===== src/rtcf_regs.vh =====
`ifndef RTCF_REGS_VH
`define RTCF_REGS_VH

`define RTCF_ADDR_SEC       4'h0
`define RTCF_ADDR_MIN       4'h1
`define RTCF_ADDR_HOUR      4'h2
`define RTCF_ADDR_WDAY      4'h3
`define RTCF_ADDR_MDAY      4'h4
`define RTCF_ADDR_MONTH     4'h5
`define RTCF_ADDR_YEAR      4'h6
`define RTCF_ADDR_CTRL_ONE  4'he
`define RTCF_ADDR_CTRL_TWO  4'hf

`define RTCF_MASK_SEC       8'h7f
`define RTCF_MASK_HOUR      8'h3f
`define RTCF_MASK_WDAY      8'h07
`define RTCF_MASK_MDAY      8'h3f
`define RTCF_MASK_MONTH     8'h9f

`define RTCF_C1_WEEKLY_ALARM_ENABLE        7
`define RTCF_C1_DAILY_ALARM_ENABLE        6
`define RTCF_C1_H24         5
`define RTCF_C1_CLKDIS_B    4
`define RTCF_C2_CLKDIS_A    3
`define RTCF_C2_PERIODIC_IRQ_FLAG        2
`define RTCF_C2_WEEKLY_ALARM_FLAG        1
`define RTCF_C2_DAILY_ALARM_FLAG        0
`define RTCF_HOUR_PM        5
`define RTCF_MONTH_CENT     7

`define RTCF_BCD_00         8'h00
`define RTCF_BCD_01         8'h01
`define RTCF_BCD_11         8'h11
`define RTCF_BCD_12         8'h12
`define RTCF_BCD_23         8'h23
`define RTCF_BCD_28         8'h28
`define RTCF_BCD_29         8'h29
`define RTCF_BCD_30         8'h30
`define RTCF_BCD_31         8'h31
`define RTCF_BCD_32         8'h32
`define RTCF_BCD_59         8'h59
`define RTCF_BCD_99         8'h99
`define RTCF_WDAY_LAST      3'h6
`define RTCF_FEB            5'h02

`define RTCF_CT_OFF         3'h0
`define RTCF_CT_LOW         3'h1
`define RTCF_CT_2HZ         3'h2
`define RTCF_CT_1HZ         3'h3
`define RTCF_CT_SEC         3'h4
`define RTCF_CT_MIN         3'h5
`define RTCF_CT_HOUR        3'h6
`define RTCF_CT_MONTH       3'h7

`define RTCF_PRESC_W        15
`define RTCF_CLK_NS         10
`define RTCF_ALM_DLY_NS     31000
`define RTCF_ALM_DLY_CYC    ((`RTCF_ALM_DLY_NS + `RTCF_CLK_NS - 1) / `RTCF_CLK_NS)
`define RTCF_ALM_CNT_W      12

`endif


===== src/rtcf_core.v =====
`timescale 1ns/1ps
`include "rtcf_regs.vh"

module rtcf_core #(
  parameter PRESC_W = `RTCF_PRESC_W
) (
  input  wire       i_mclk,
  input  wire       i_arst_n,
  input  wire       i_ce,
  input  wire       i_osc_tick,
  input  wire       i_osc_level,
  input  wire [3:0] i_reg_addr,
  input  wire       i_reg_we,
  input  wire [7:0] i_reg_wdata,
  input  wire       i_weekly_alarm_match,
  input  wire       i_daily_alarm_match,
  output reg  [7:0] o_reg_rdata,
  output reg        o_irq_out_n,
  output reg        o_slow_clock_out_pin
);

  // Increments a two-digit BCD value.
  function [7:0] bcd_inc;
    input [7:0] v;
    begin
      if (v[3:0] == 4'h9) begin
        bcd_inc = {v[7:4] + 4'h1, 4'h0};
      end else begin
        bcd_inc = {v[7:4], v[3:0] + 4'h1};
      end
    end
  endfunction

  // Last day of the month in BCD; every year divisible by four leaps.
  function [7:0] month_last;
    input [4:0] mon;
    input [7:0] yr;
    reg         leap;
    begin
      leap = (yr[4] ? (yr[1:0] == 2'h2) : (yr[1:0] == 2'h0));
      case (mon)
        5'h02:   month_last = leap ? `RTCF_BCD_29 : `RTCF_BCD_28;
        5'h04,
        5'h06,
        5'h09,
        5'h11:   month_last = `RTCF_BCD_30;
        default: month_last = `RTCF_BCD_31;
      endcase
    end
  endfunction

  reg [PRESC_W-1:0]        presc;
  reg [7:0]                sec;
  reg [7:0]                min;
  reg [7:0]                hour;
  reg [2:0]                wday;
  reg [7:0]                mday;
  reg [4:0]                month;
  reg                      century;
  reg [7:0]                year;
  reg [2:0]                ct_sel;
  reg                      weekly_alarm_enable;
  reg                      daily_alarm_enable;
  reg                      h24;
  reg                      clkdis_a;
  reg                      clkdis_b;
  reg                      periodic_irq_flag;
  reg                      weekly_alarm_flag;
  reg                      daily_alarm_flag;
  reg [`RTCF_ALM_CNT_W-1:0] wdly;
  reg [`RTCF_ALM_CNT_W-1:0] ddly;

  wire sec_tick   = i_osc_tick && (&presc);
  wire sec_wrap   = sec_tick && (sec == `RTCF_BCD_59);
  wire min_wrap   = sec_wrap && (min == `RTCF_BCD_59);
  wire hour_wrap  = min_wrap && (h24 ? (hour == `RTCF_BCD_23) : (hour == `RTCF_BCD_31));
  wire mday_wrap  = hour_wrap && (mday == month_last(month, year));
  wire month_wrap = mday_wrap && ({3'h0, month} == `RTCF_BCD_12);
  wire year_wrap  = month_wrap && (year == `RTCF_BCD_99);
  wire wr_c1      = i_reg_we && (i_reg_addr == `RTCF_ADDR_CTRL_ONE);
  wire wr_c2      = i_reg_we && (i_reg_addr == `RTCF_ADDR_CTRL_TWO);
  wire level_mode = ct_sel[2];
  wire weekly_alarm_flag_vis   = weekly_alarm_flag && weekly_alarm_enable;
  wire daily_alarm_flag_vis   = daily_alarm_flag && daily_alarm_enable;

  // Incremented month and twelve-hour digits, cut to their field widths where used.
  wire [7:0] month_inc = bcd_inc({3'h0, month});
  wire [7:0] hour_inc  = bcd_inc({3'h0, hour[4:0]});

  // Alarm delay in clock cycles, narrowed to the countdown width where loaded.
  localparam integer ALM_DLY_I = `RTCF_ALM_DLY_CYC;
  wire [31:0] alm_dly_w = ALM_DLY_I;

  reg [7:0] next_hour;
  reg       period_evt;
  reg       pulse_low;

  always @* begin
    next_hour = bcd_inc(hour);
    if (h24) begin
      if (hour == `RTCF_BCD_23) begin
        next_hour = `RTCF_BCD_00;
      end
    end else if (hour == `RTCF_BCD_31) begin
      next_hour = `RTCF_BCD_12;
    end else if (hour[4:0] == `RTCF_BCD_11) begin
      next_hour = `RTCF_BCD_32;
    end else if (hour[4:0] == `RTCF_BCD_12) begin
      next_hour = {2'h0, hour[`RTCF_HOUR_PM], 5'h01};
    end else begin
      next_hour = {2'h0, hour[`RTCF_HOUR_PM], hour_inc[4:0]};
    end
  end

  always @* begin
    pulse_low  = 1'b0;
    period_evt = 1'b0;
    case (ct_sel)
      `RTCF_CT_OFF:   pulse_low = 1'b0;
      `RTCF_CT_LOW:   pulse_low = 1'b1;
      `RTCF_CT_2HZ:   pulse_low = ~presc[PRESC_W-2];
      `RTCF_CT_1HZ:   pulse_low = ~presc[PRESC_W-1];
      `RTCF_CT_SEC:   period_evt = sec_tick;
      `RTCF_CT_MIN:   period_evt = sec_wrap;
      `RTCF_CT_HOUR:  period_evt = min_wrap;
      `RTCF_CT_MONTH: period_evt = mday_wrap;
      default:        pulse_low = 1'b0;
    endcase
  end

  // Time and calendar chain; a host write to a counter wins over its carry.
  always @(posedge i_mclk or negedge i_arst_n) begin
    if (!i_arst_n) begin
      presc   <= {PRESC_W{1'b0}};
      sec     <= `RTCF_BCD_00;
      min     <= `RTCF_BCD_00;
      hour    <= `RTCF_BCD_00;
      wday    <= 3'h0;
      mday    <= `RTCF_BCD_01;
      month   <= 5'h01;
      century <= 1'b0;
      year    <= `RTCF_BCD_00;
    end else if (i_ce) begin
      if (i_reg_we && (i_reg_addr == `RTCF_ADDR_SEC)) begin
        presc <= {PRESC_W{1'b0}};
      end else if (i_osc_tick) begin
        presc <= presc + {{(PRESC_W-1){1'b0}}, 1'b1};
      end
      if (sec_tick) begin
        sec <= sec_wrap ? `RTCF_BCD_00 : bcd_inc(sec);
      end
      if (sec_wrap) begin
        min <= min_wrap ? `RTCF_BCD_00 : bcd_inc(min);
      end
      if (min_wrap) begin
        hour <= next_hour;
      end
      if (hour_wrap) begin
        wday <= (wday == `RTCF_WDAY_LAST) ? 3'h0 : wday + 3'h1;
        mday <= mday_wrap ? `RTCF_BCD_01 : bcd_inc(mday);
      end
      if (mday_wrap) begin
        month <= month_wrap ? 5'h01 : month_inc[4:0];
      end
      if (month_wrap) begin
        year <= year_wrap ? `RTCF_BCD_00 : bcd_inc(year);
      end
      if (year_wrap) begin
        century <= ~century;
      end
      if (i_reg_we) begin
        case (i_reg_addr)
          `RTCF_ADDR_SEC:   sec  <= i_reg_wdata & `RTCF_MASK_SEC;
          `RTCF_ADDR_MIN:   min  <= i_reg_wdata & `RTCF_MASK_SEC;
          `RTCF_ADDR_HOUR:  hour <= i_reg_wdata & `RTCF_MASK_HOUR;
          `RTCF_ADDR_WDAY:  wday <= i_reg_wdata[2:0];
          `RTCF_ADDR_MDAY:  mday <= i_reg_wdata & `RTCF_MASK_MDAY;
          `RTCF_ADDR_MONTH: begin
            month   <= i_reg_wdata[4:0];
            century <= i_reg_wdata[`RTCF_MONTH_CENT];
          end
          `RTCF_ADDR_YEAR:  year <= i_reg_wdata;
          default:          year <= year;
        endcase
      end
    end
  end

  // Control bits, flags, alarm delay and the two pins.
  always @(posedge i_mclk or negedge i_arst_n) begin
    if (!i_arst_n) begin
      ct_sel               <= `RTCF_CT_OFF;
      weekly_alarm_enable                 <= 1'b0;
      daily_alarm_enable                 <= 1'b0;
      h24                  <= 1'b0;
      clkdis_a             <= 1'b0;
      clkdis_b             <= 1'b0;
      periodic_irq_flag                 <= 1'b0;
      weekly_alarm_flag                 <= 1'b0;
      daily_alarm_flag                 <= 1'b0;
      wdly                 <= {`RTCF_ALM_CNT_W{1'b0}};
      ddly                 <= {`RTCF_ALM_CNT_W{1'b0}};
      o_reg_rdata          <= 8'h00;
      o_irq_out_n          <= 1'b1;
      o_slow_clock_out_pin <= 1'b1;
    end else if (i_ce) begin
      if (wr_c1) begin
        weekly_alarm_enable     <= i_reg_wdata[`RTCF_C1_WEEKLY_ALARM_ENABLE];
        daily_alarm_enable     <= i_reg_wdata[`RTCF_C1_DAILY_ALARM_ENABLE];
        h24      <= i_reg_wdata[`RTCF_C1_H24];
        clkdis_b <= i_reg_wdata[`RTCF_C1_CLKDIS_B];
        ct_sel   <= i_reg_wdata[2:0];
      end
      if (wr_c2) begin
        clkdis_a <= i_reg_wdata[`RTCF_C2_CLKDIS_A];
      end
      if (!level_mode) begin
        periodic_irq_flag <= pulse_low;
      end else if (period_evt) begin
        periodic_irq_flag <= 1'b1;
      end else if (wr_c2 && !i_reg_wdata[`RTCF_C2_PERIODIC_IRQ_FLAG]) begin
        periodic_irq_flag <= 1'b0;
      end
      if (i_weekly_alarm_match) begin
        wdly <= alm_dly_w[`RTCF_ALM_CNT_W-1:0];
      end else if (wdly != {`RTCF_ALM_CNT_W{1'b0}}) begin
        wdly <= wdly - {{(`RTCF_ALM_CNT_W-1){1'b0}}, 1'b1};
      end
      if (i_daily_alarm_match) begin
        ddly <= alm_dly_w[`RTCF_ALM_CNT_W-1:0];
      end else if (ddly != {`RTCF_ALM_CNT_W{1'b0}}) begin
        ddly <= ddly - {{(`RTCF_ALM_CNT_W-1){1'b0}}, 1'b1};
      end
      if (!weekly_alarm_enable) begin
        weekly_alarm_flag <= 1'b0;
      end else if (wdly == {{(`RTCF_ALM_CNT_W-1){1'b0}}, 1'b1}) begin
        weekly_alarm_flag <= 1'b1;
      end else if (wr_c2 && !i_reg_wdata[`RTCF_C2_WEEKLY_ALARM_FLAG]) begin
        weekly_alarm_flag <= 1'b0;
      end
      if (!daily_alarm_enable) begin
        daily_alarm_flag <= 1'b0;
      end else if (ddly == {{(`RTCF_ALM_CNT_W-1){1'b0}}, 1'b1}) begin
        daily_alarm_flag <= 1'b1;
      end else if (wr_c2 && !i_reg_wdata[`RTCF_C2_DAILY_ALARM_FLAG]) begin
        daily_alarm_flag <= 1'b0;
      end
      o_irq_out_n          <= ~(periodic_irq_flag | weekly_alarm_flag_vis | daily_alarm_flag_vis);
      o_slow_clock_out_pin <= (clkdis_a && clkdis_b) ? 1'b1 : i_osc_level;
      case (i_reg_addr)
        `RTCF_ADDR_SEC:      o_reg_rdata <= sec;
        `RTCF_ADDR_MIN:      o_reg_rdata <= min;
        `RTCF_ADDR_HOUR:     o_reg_rdata <= hour;
        `RTCF_ADDR_WDAY:     o_reg_rdata <= {5'h00, wday};
        `RTCF_ADDR_MDAY:     o_reg_rdata <= mday;
        `RTCF_ADDR_MONTH:    o_reg_rdata <= {century, 2'h0, month};
        `RTCF_ADDR_YEAR:     o_reg_rdata <= year;
        `RTCF_ADDR_CTRL_ONE: o_reg_rdata <= {weekly_alarm_enable, daily_alarm_enable, h24, clkdis_b, 1'b0, ct_sel};
        `RTCF_ADDR_CTRL_TWO: o_reg_rdata <= {4'h0, clkdis_a, periodic_irq_flag, weekly_alarm_flag_vis, daily_alarm_flag_vis};
        default:             o_reg_rdata <= 8'h00;
      endcase
    end
  end

endmodule


===== config.mk =====
export PLATFORM = sky130hd
export DESIGN_NAME = rtcf_core
export DESIGN_NICKNAME = d
export VERILOG_FILES = /design/src/rtcf_core.v
export VERILOG_INCLUDE_DIRS = /design/src
export SDC_FILE = /design/constraint.sdc
export NUM_CORES = 1
export LEC_CHECK = 0
export BUFFER_PORTS_ARGS = -buffer_cell sky130_fd_sc_hd__buf_2
export CORE_ASPECT_RATIO = 0.8
export CORE_MARGIN = 4
export CORE_UTILIZATION = 33
export CTS_CLUSTER_DIAMETER = 200
export CTS_CLUSTER_SIZE = 24
export DETAILED_ROUTE_END_ITERATION = 7
export PLACE_DENSITY = 0.48
export SLEW_MARGIN = 25
export SYNTH_ARGS = -nofsm -noshare
export SYNTH_HDL_FRONTEND = slang
export SYNTH_SLANG_ARGS = --single-unit

===== constraint.sdc =====
create_clock -name i_mclk -period 3.6 [get_ports i_mclk]
set_input_delay 0.18 -clock i_mclk [delete_from_list [all_inputs] [get_ports i_mclk]]
set_output_delay 0.18 -clock i_mclk [all_outputs]
set_load 0.005 [all_outputs]

==> impl_results.md <==
* Status: completed
* Die area at around 24000 um2
* First-pass GRT wire length at 37900 um
* Layout area overhead at 10.5%
* Post-synth cell types at 76
* Final setup fails at 0
* Critical Path AT at ~3.3 ns
* TritonCTS clock tree: built
* Post-synthesis sequential area ratio at 0.376
* Worst-margin pin slew at 0.992 ns
* Sink Count at 109
* FF-to-FF setup slack at 0.56 ns
* Largest net degree at the start of global routing at roughly 60
* Leak at 3.16 nW
* Worst min path class: input port to register
* Synth top area share at 0.361
* Global-route usage over all layers at 0.196
* CP required at roughly 3.9 ns
* DRC errors left at 0
* CTS Buffer Depth at 2
* Max-slew headroom at 0.335
* Avg Inst Size Synth at 8.53 um2
* Netlist Area Pre-Place at a little over 7000 um2
* Placed Area at 7740 um2
* HPWL after detailed placement at approximately 17000 um
* H-tree Lvls at 3
* Vias/cell at 5.92
* Crit path kind: register to register
* CP delay by family, top: compound AO/OA/AOI/OAI gates
* Worst path cell trace: nor4b_1, o21ai_0, mux2i_4, a21oi_1, nand4_1, mux2_2, o22a_1
* Fin crit share at 0.845
* Initial core utilization at 0.336
* Max stage delay on crit path at 0.56 ns
* Worst Path Max Fanout at 10
* Pwr/cell area at 436 nW/um2
* ANT nets after route at 0
* Grt total ovfl at 0
* Final Skew at 0.0116 ns
* Synth Instances at 853
* Minimum clock period at ~3 ns
* Hold Fails Final Rpt at 0
* Share of cells above drive strength 1 at 0.113
* Routed wire length at 24000 um
* I/O pins at 30
* Final Net Count at slightly above 900
* Post-CTS Setup Inserts at 0
* DR WL/cell at 20.9 um
* Core ar. at 21600 um2
* Register area at 2730 um2
* Maxcap violations at 0
* Std-Cell Rows at 48
* Final-report max-slew violation count at 0
* Die Wd at 174 um
* Synth top area cells: dfrtp_1 (36%), o21ai_0 (5.6%), nand2_1 (4.3%), nor2_1 (3.8%), a21oi_1 (3.7%)
* VDD IR-drop max at 0.262 mV
* Num CTS Buffers at 9
* I/O Buffers at 29
* Synth Flop Type: dfrtp_1
* Flops & latches, synth at 109
* Drt pass-1 iters at 5
* CP Launch Type: register
* Multi-input gate area in the final layout at 4280 um2
* Vias at approximately 7000
* GP Congestion at 0.893
* Worst-skew pair later-pin latency at about 0.37 ns
* Fraction of synthesis flops using an asynchronous set or reset pin at 1.00
* Vias in the first global route at 6253
* Fin area at 8040 um2
* Post-synth EDFFs at 0
* Critical-path top delay cell: nor4b_1
* Diodes inserted at 0
* Net count after synthesis at 893
* Starting DRT DRC Count at 742
* Die Y-Extent at 141 um
* Unrepaired setup endpoints after global routing: no
* Crit end category: register
* Setup_tns at 0 ns
* Crit path buffers/inverters at 0
* Clock slew at reported path FFs at 0.08 ns
* Area leader, netlist: dfrtp_1
* Root buffer cell: clkbuf_16
* Syn. warnings at 0
* Initial antenna violation count at 0
* F_max at 329 MHz
* Fillers at 2256
worst paths after layout:
kind,startpoint,end,depth (start not counted)
max,month[3],year[0],7
min,i_osc_level,o_slow_clock_out_pin,3
max reg2reg,month[3],year[0],7
min reg2reg,o_reg_rdata[5],o_reg_rdata[5],1
max in group asynchronous,i_arst_n,o_irq_out_n,3
min in group asynchronous,i_arst_n,year[0],2
area by class of cell:
type | instances | share of cell area
clock buffers | 11 | 0.0302
flip-flops and latches | 109 | 0.340
repair buffers | 46 | 0.0361
multi-input cells | 676 | 0.533
clock inverters | 5 | 0.00545
well taps | 275 | 0.0428
inverters | 27 | 0.0126
what timing repair did:
item | 4_1_cts | 5_1_grt
resized for setup | 0 | 0
endpoints found under the hold margin | 49 | 0
hold buffers | 1 | 0
power breakdown:
part	switching (mW)	internal (mW)	total (mW)
Combinational	0.441	0.329	0.770
Clock	0.521	0.500	1.02
Sequential	0.302	1.41	1.72
worst register-to-register path, cell delays in order, from the launching register on:
cell and delay (ns):
dfrtp_1 0.50, nor4b_1 0.56, o21ai_0 0.32, mux2i_4 0.31, a21oi_1 0.55, nand4_1 0.22
mux2_2 0.30, o22a_1 0.17
metal layers:
metal | wire length, um | GRT usage | part of all wire | vias to the layer above
met5 | 0 | 0 | 0 | -
met4 | 274 | 0.0454 | 0.011 | 0
met3 | 1470 | 0.0332 | 0.061 | 18
met2 | 9860 | 0.266 | 0.41 | 223
met1 | 12400 | 0.318 | 0.52 | 3325
li1 | - | - | - | 3231
state kept, by name, summed over array words and instances (netlist names):
register / cells
century: 1
clkdis_a: 1
clkdis_b: 1
ct_sel: 3
daily_alarm_enable: 1
daily_alarm_flag: 1
ddly: 12
h24: 1
hour: 8
mday: 8
min: 8
month: 5
o_irq_out_n: 1
o_reg_rdata: 8
o_slow_clock_out_pin: 1
periodic_irq_flag: 1
presc: 15
sec: 8
wday: 3
wdly: 12
weekly_alarm_enable: 1
weekly_alarm_flag: 1
year: 8
placed cells by master, fill, tap and decap left out, types with 7 or more instances in the layout:
cell | Yosys | layout
dfrtp_1 | 105 | 105
nand2_1 | 83 | 83
o21ai_0 | 81 | 81
nor2_1 | 74 | 74
a21oi_1 | 54 | 54
nand3_1 | 33 | 33
buf_2 | 0 | 28
inv_1 | 27 | 27
nand4_1 | 24 | 24
nor3_1 | 24 | 23
ha_1 | 20 | 20
o31ai_1 | 16 | 16
buf_4 | 0 | 16
nor4_1 | 15 | 15
a22oi_1 | 14 | 14
xnor2_1 | 13 | 13
or3_1 | 12 | 12
mux2_2 | 12 | 12
a31oi_1 | 11 | 11
xor2_1 | 10 | 10
nor3b_1 | 9 | 9
or4_1 | 9 | 9
mux2i_1 | 9 | 9
o2bb2ai_1 | 9 | 9
clkbuf_16 | 0 | 9
and3_1 | 8 | 8
nand2b_1 | 8 | 8
o22ai_1 | 8 | 8
a22o_1 | 8 | 8
nor2b_1 | 7 | 7
and2_1 | 7 | 7
o22a_1 | 7 | 7
cells in the mapped netlist, types with 5 or more instances:
master       n
a22o_1       8
and2_1       7
nand4_1     24
or3_1       12
and3_1       8
nand2b_1     8
nor4_1      15
nand3_1     33
or4_1        9
clkbuf_1    36
a21oi_1     54
and4_1       6
o31ai_1     16
nand2_1     83
xor2_1      10
mux2i_1      9
a22oi_1     14
a31oi_1     11
o22ai_1      8
mux2_2      12
dfrtp_1    105
o21a_1       5
o22a_1       7
xnor2_1     13
nor3b_1      9
ha_1        20
inv_1       27
and3b_1      6
o21ai_0     81
nor3_1      24
nor2_1      74
nor2b_1      7
o2bb2ai_1    9
nand3b_1     6
kinds of logic after synthesis:
family,Yosys count,synth area share
and+or+nand+nor,354,0.258
AOI/OAI and AO/OA,256,0.231
DFF,109,0.376
buffers and inverters,68,0.0363
xor gates and xnor gates,23,0.0277
muxes,23,0.0372
adders and majority gates,20,0.0344
metrics by stage:
stage          hold slack (ns)  power, mW  utilization  setup slack (ns)  instances
3_3_place_gp             0.281       2.49        0.358             0.749       1132
6_report                0.0939       3.51        0.372             0.559       1149
2_1_floorplan           -0.116       2.19            -             0.937        853
4_1_cts                 0.0823       3.54        0.372             0.653       1149
3_5_place_dp             0.295       2.49        0.358             0.698       1132
5_1_grt                  0.100       3.71        0.372             0.315       1149
Note: power is estimated with default switching activity, not from simulation.
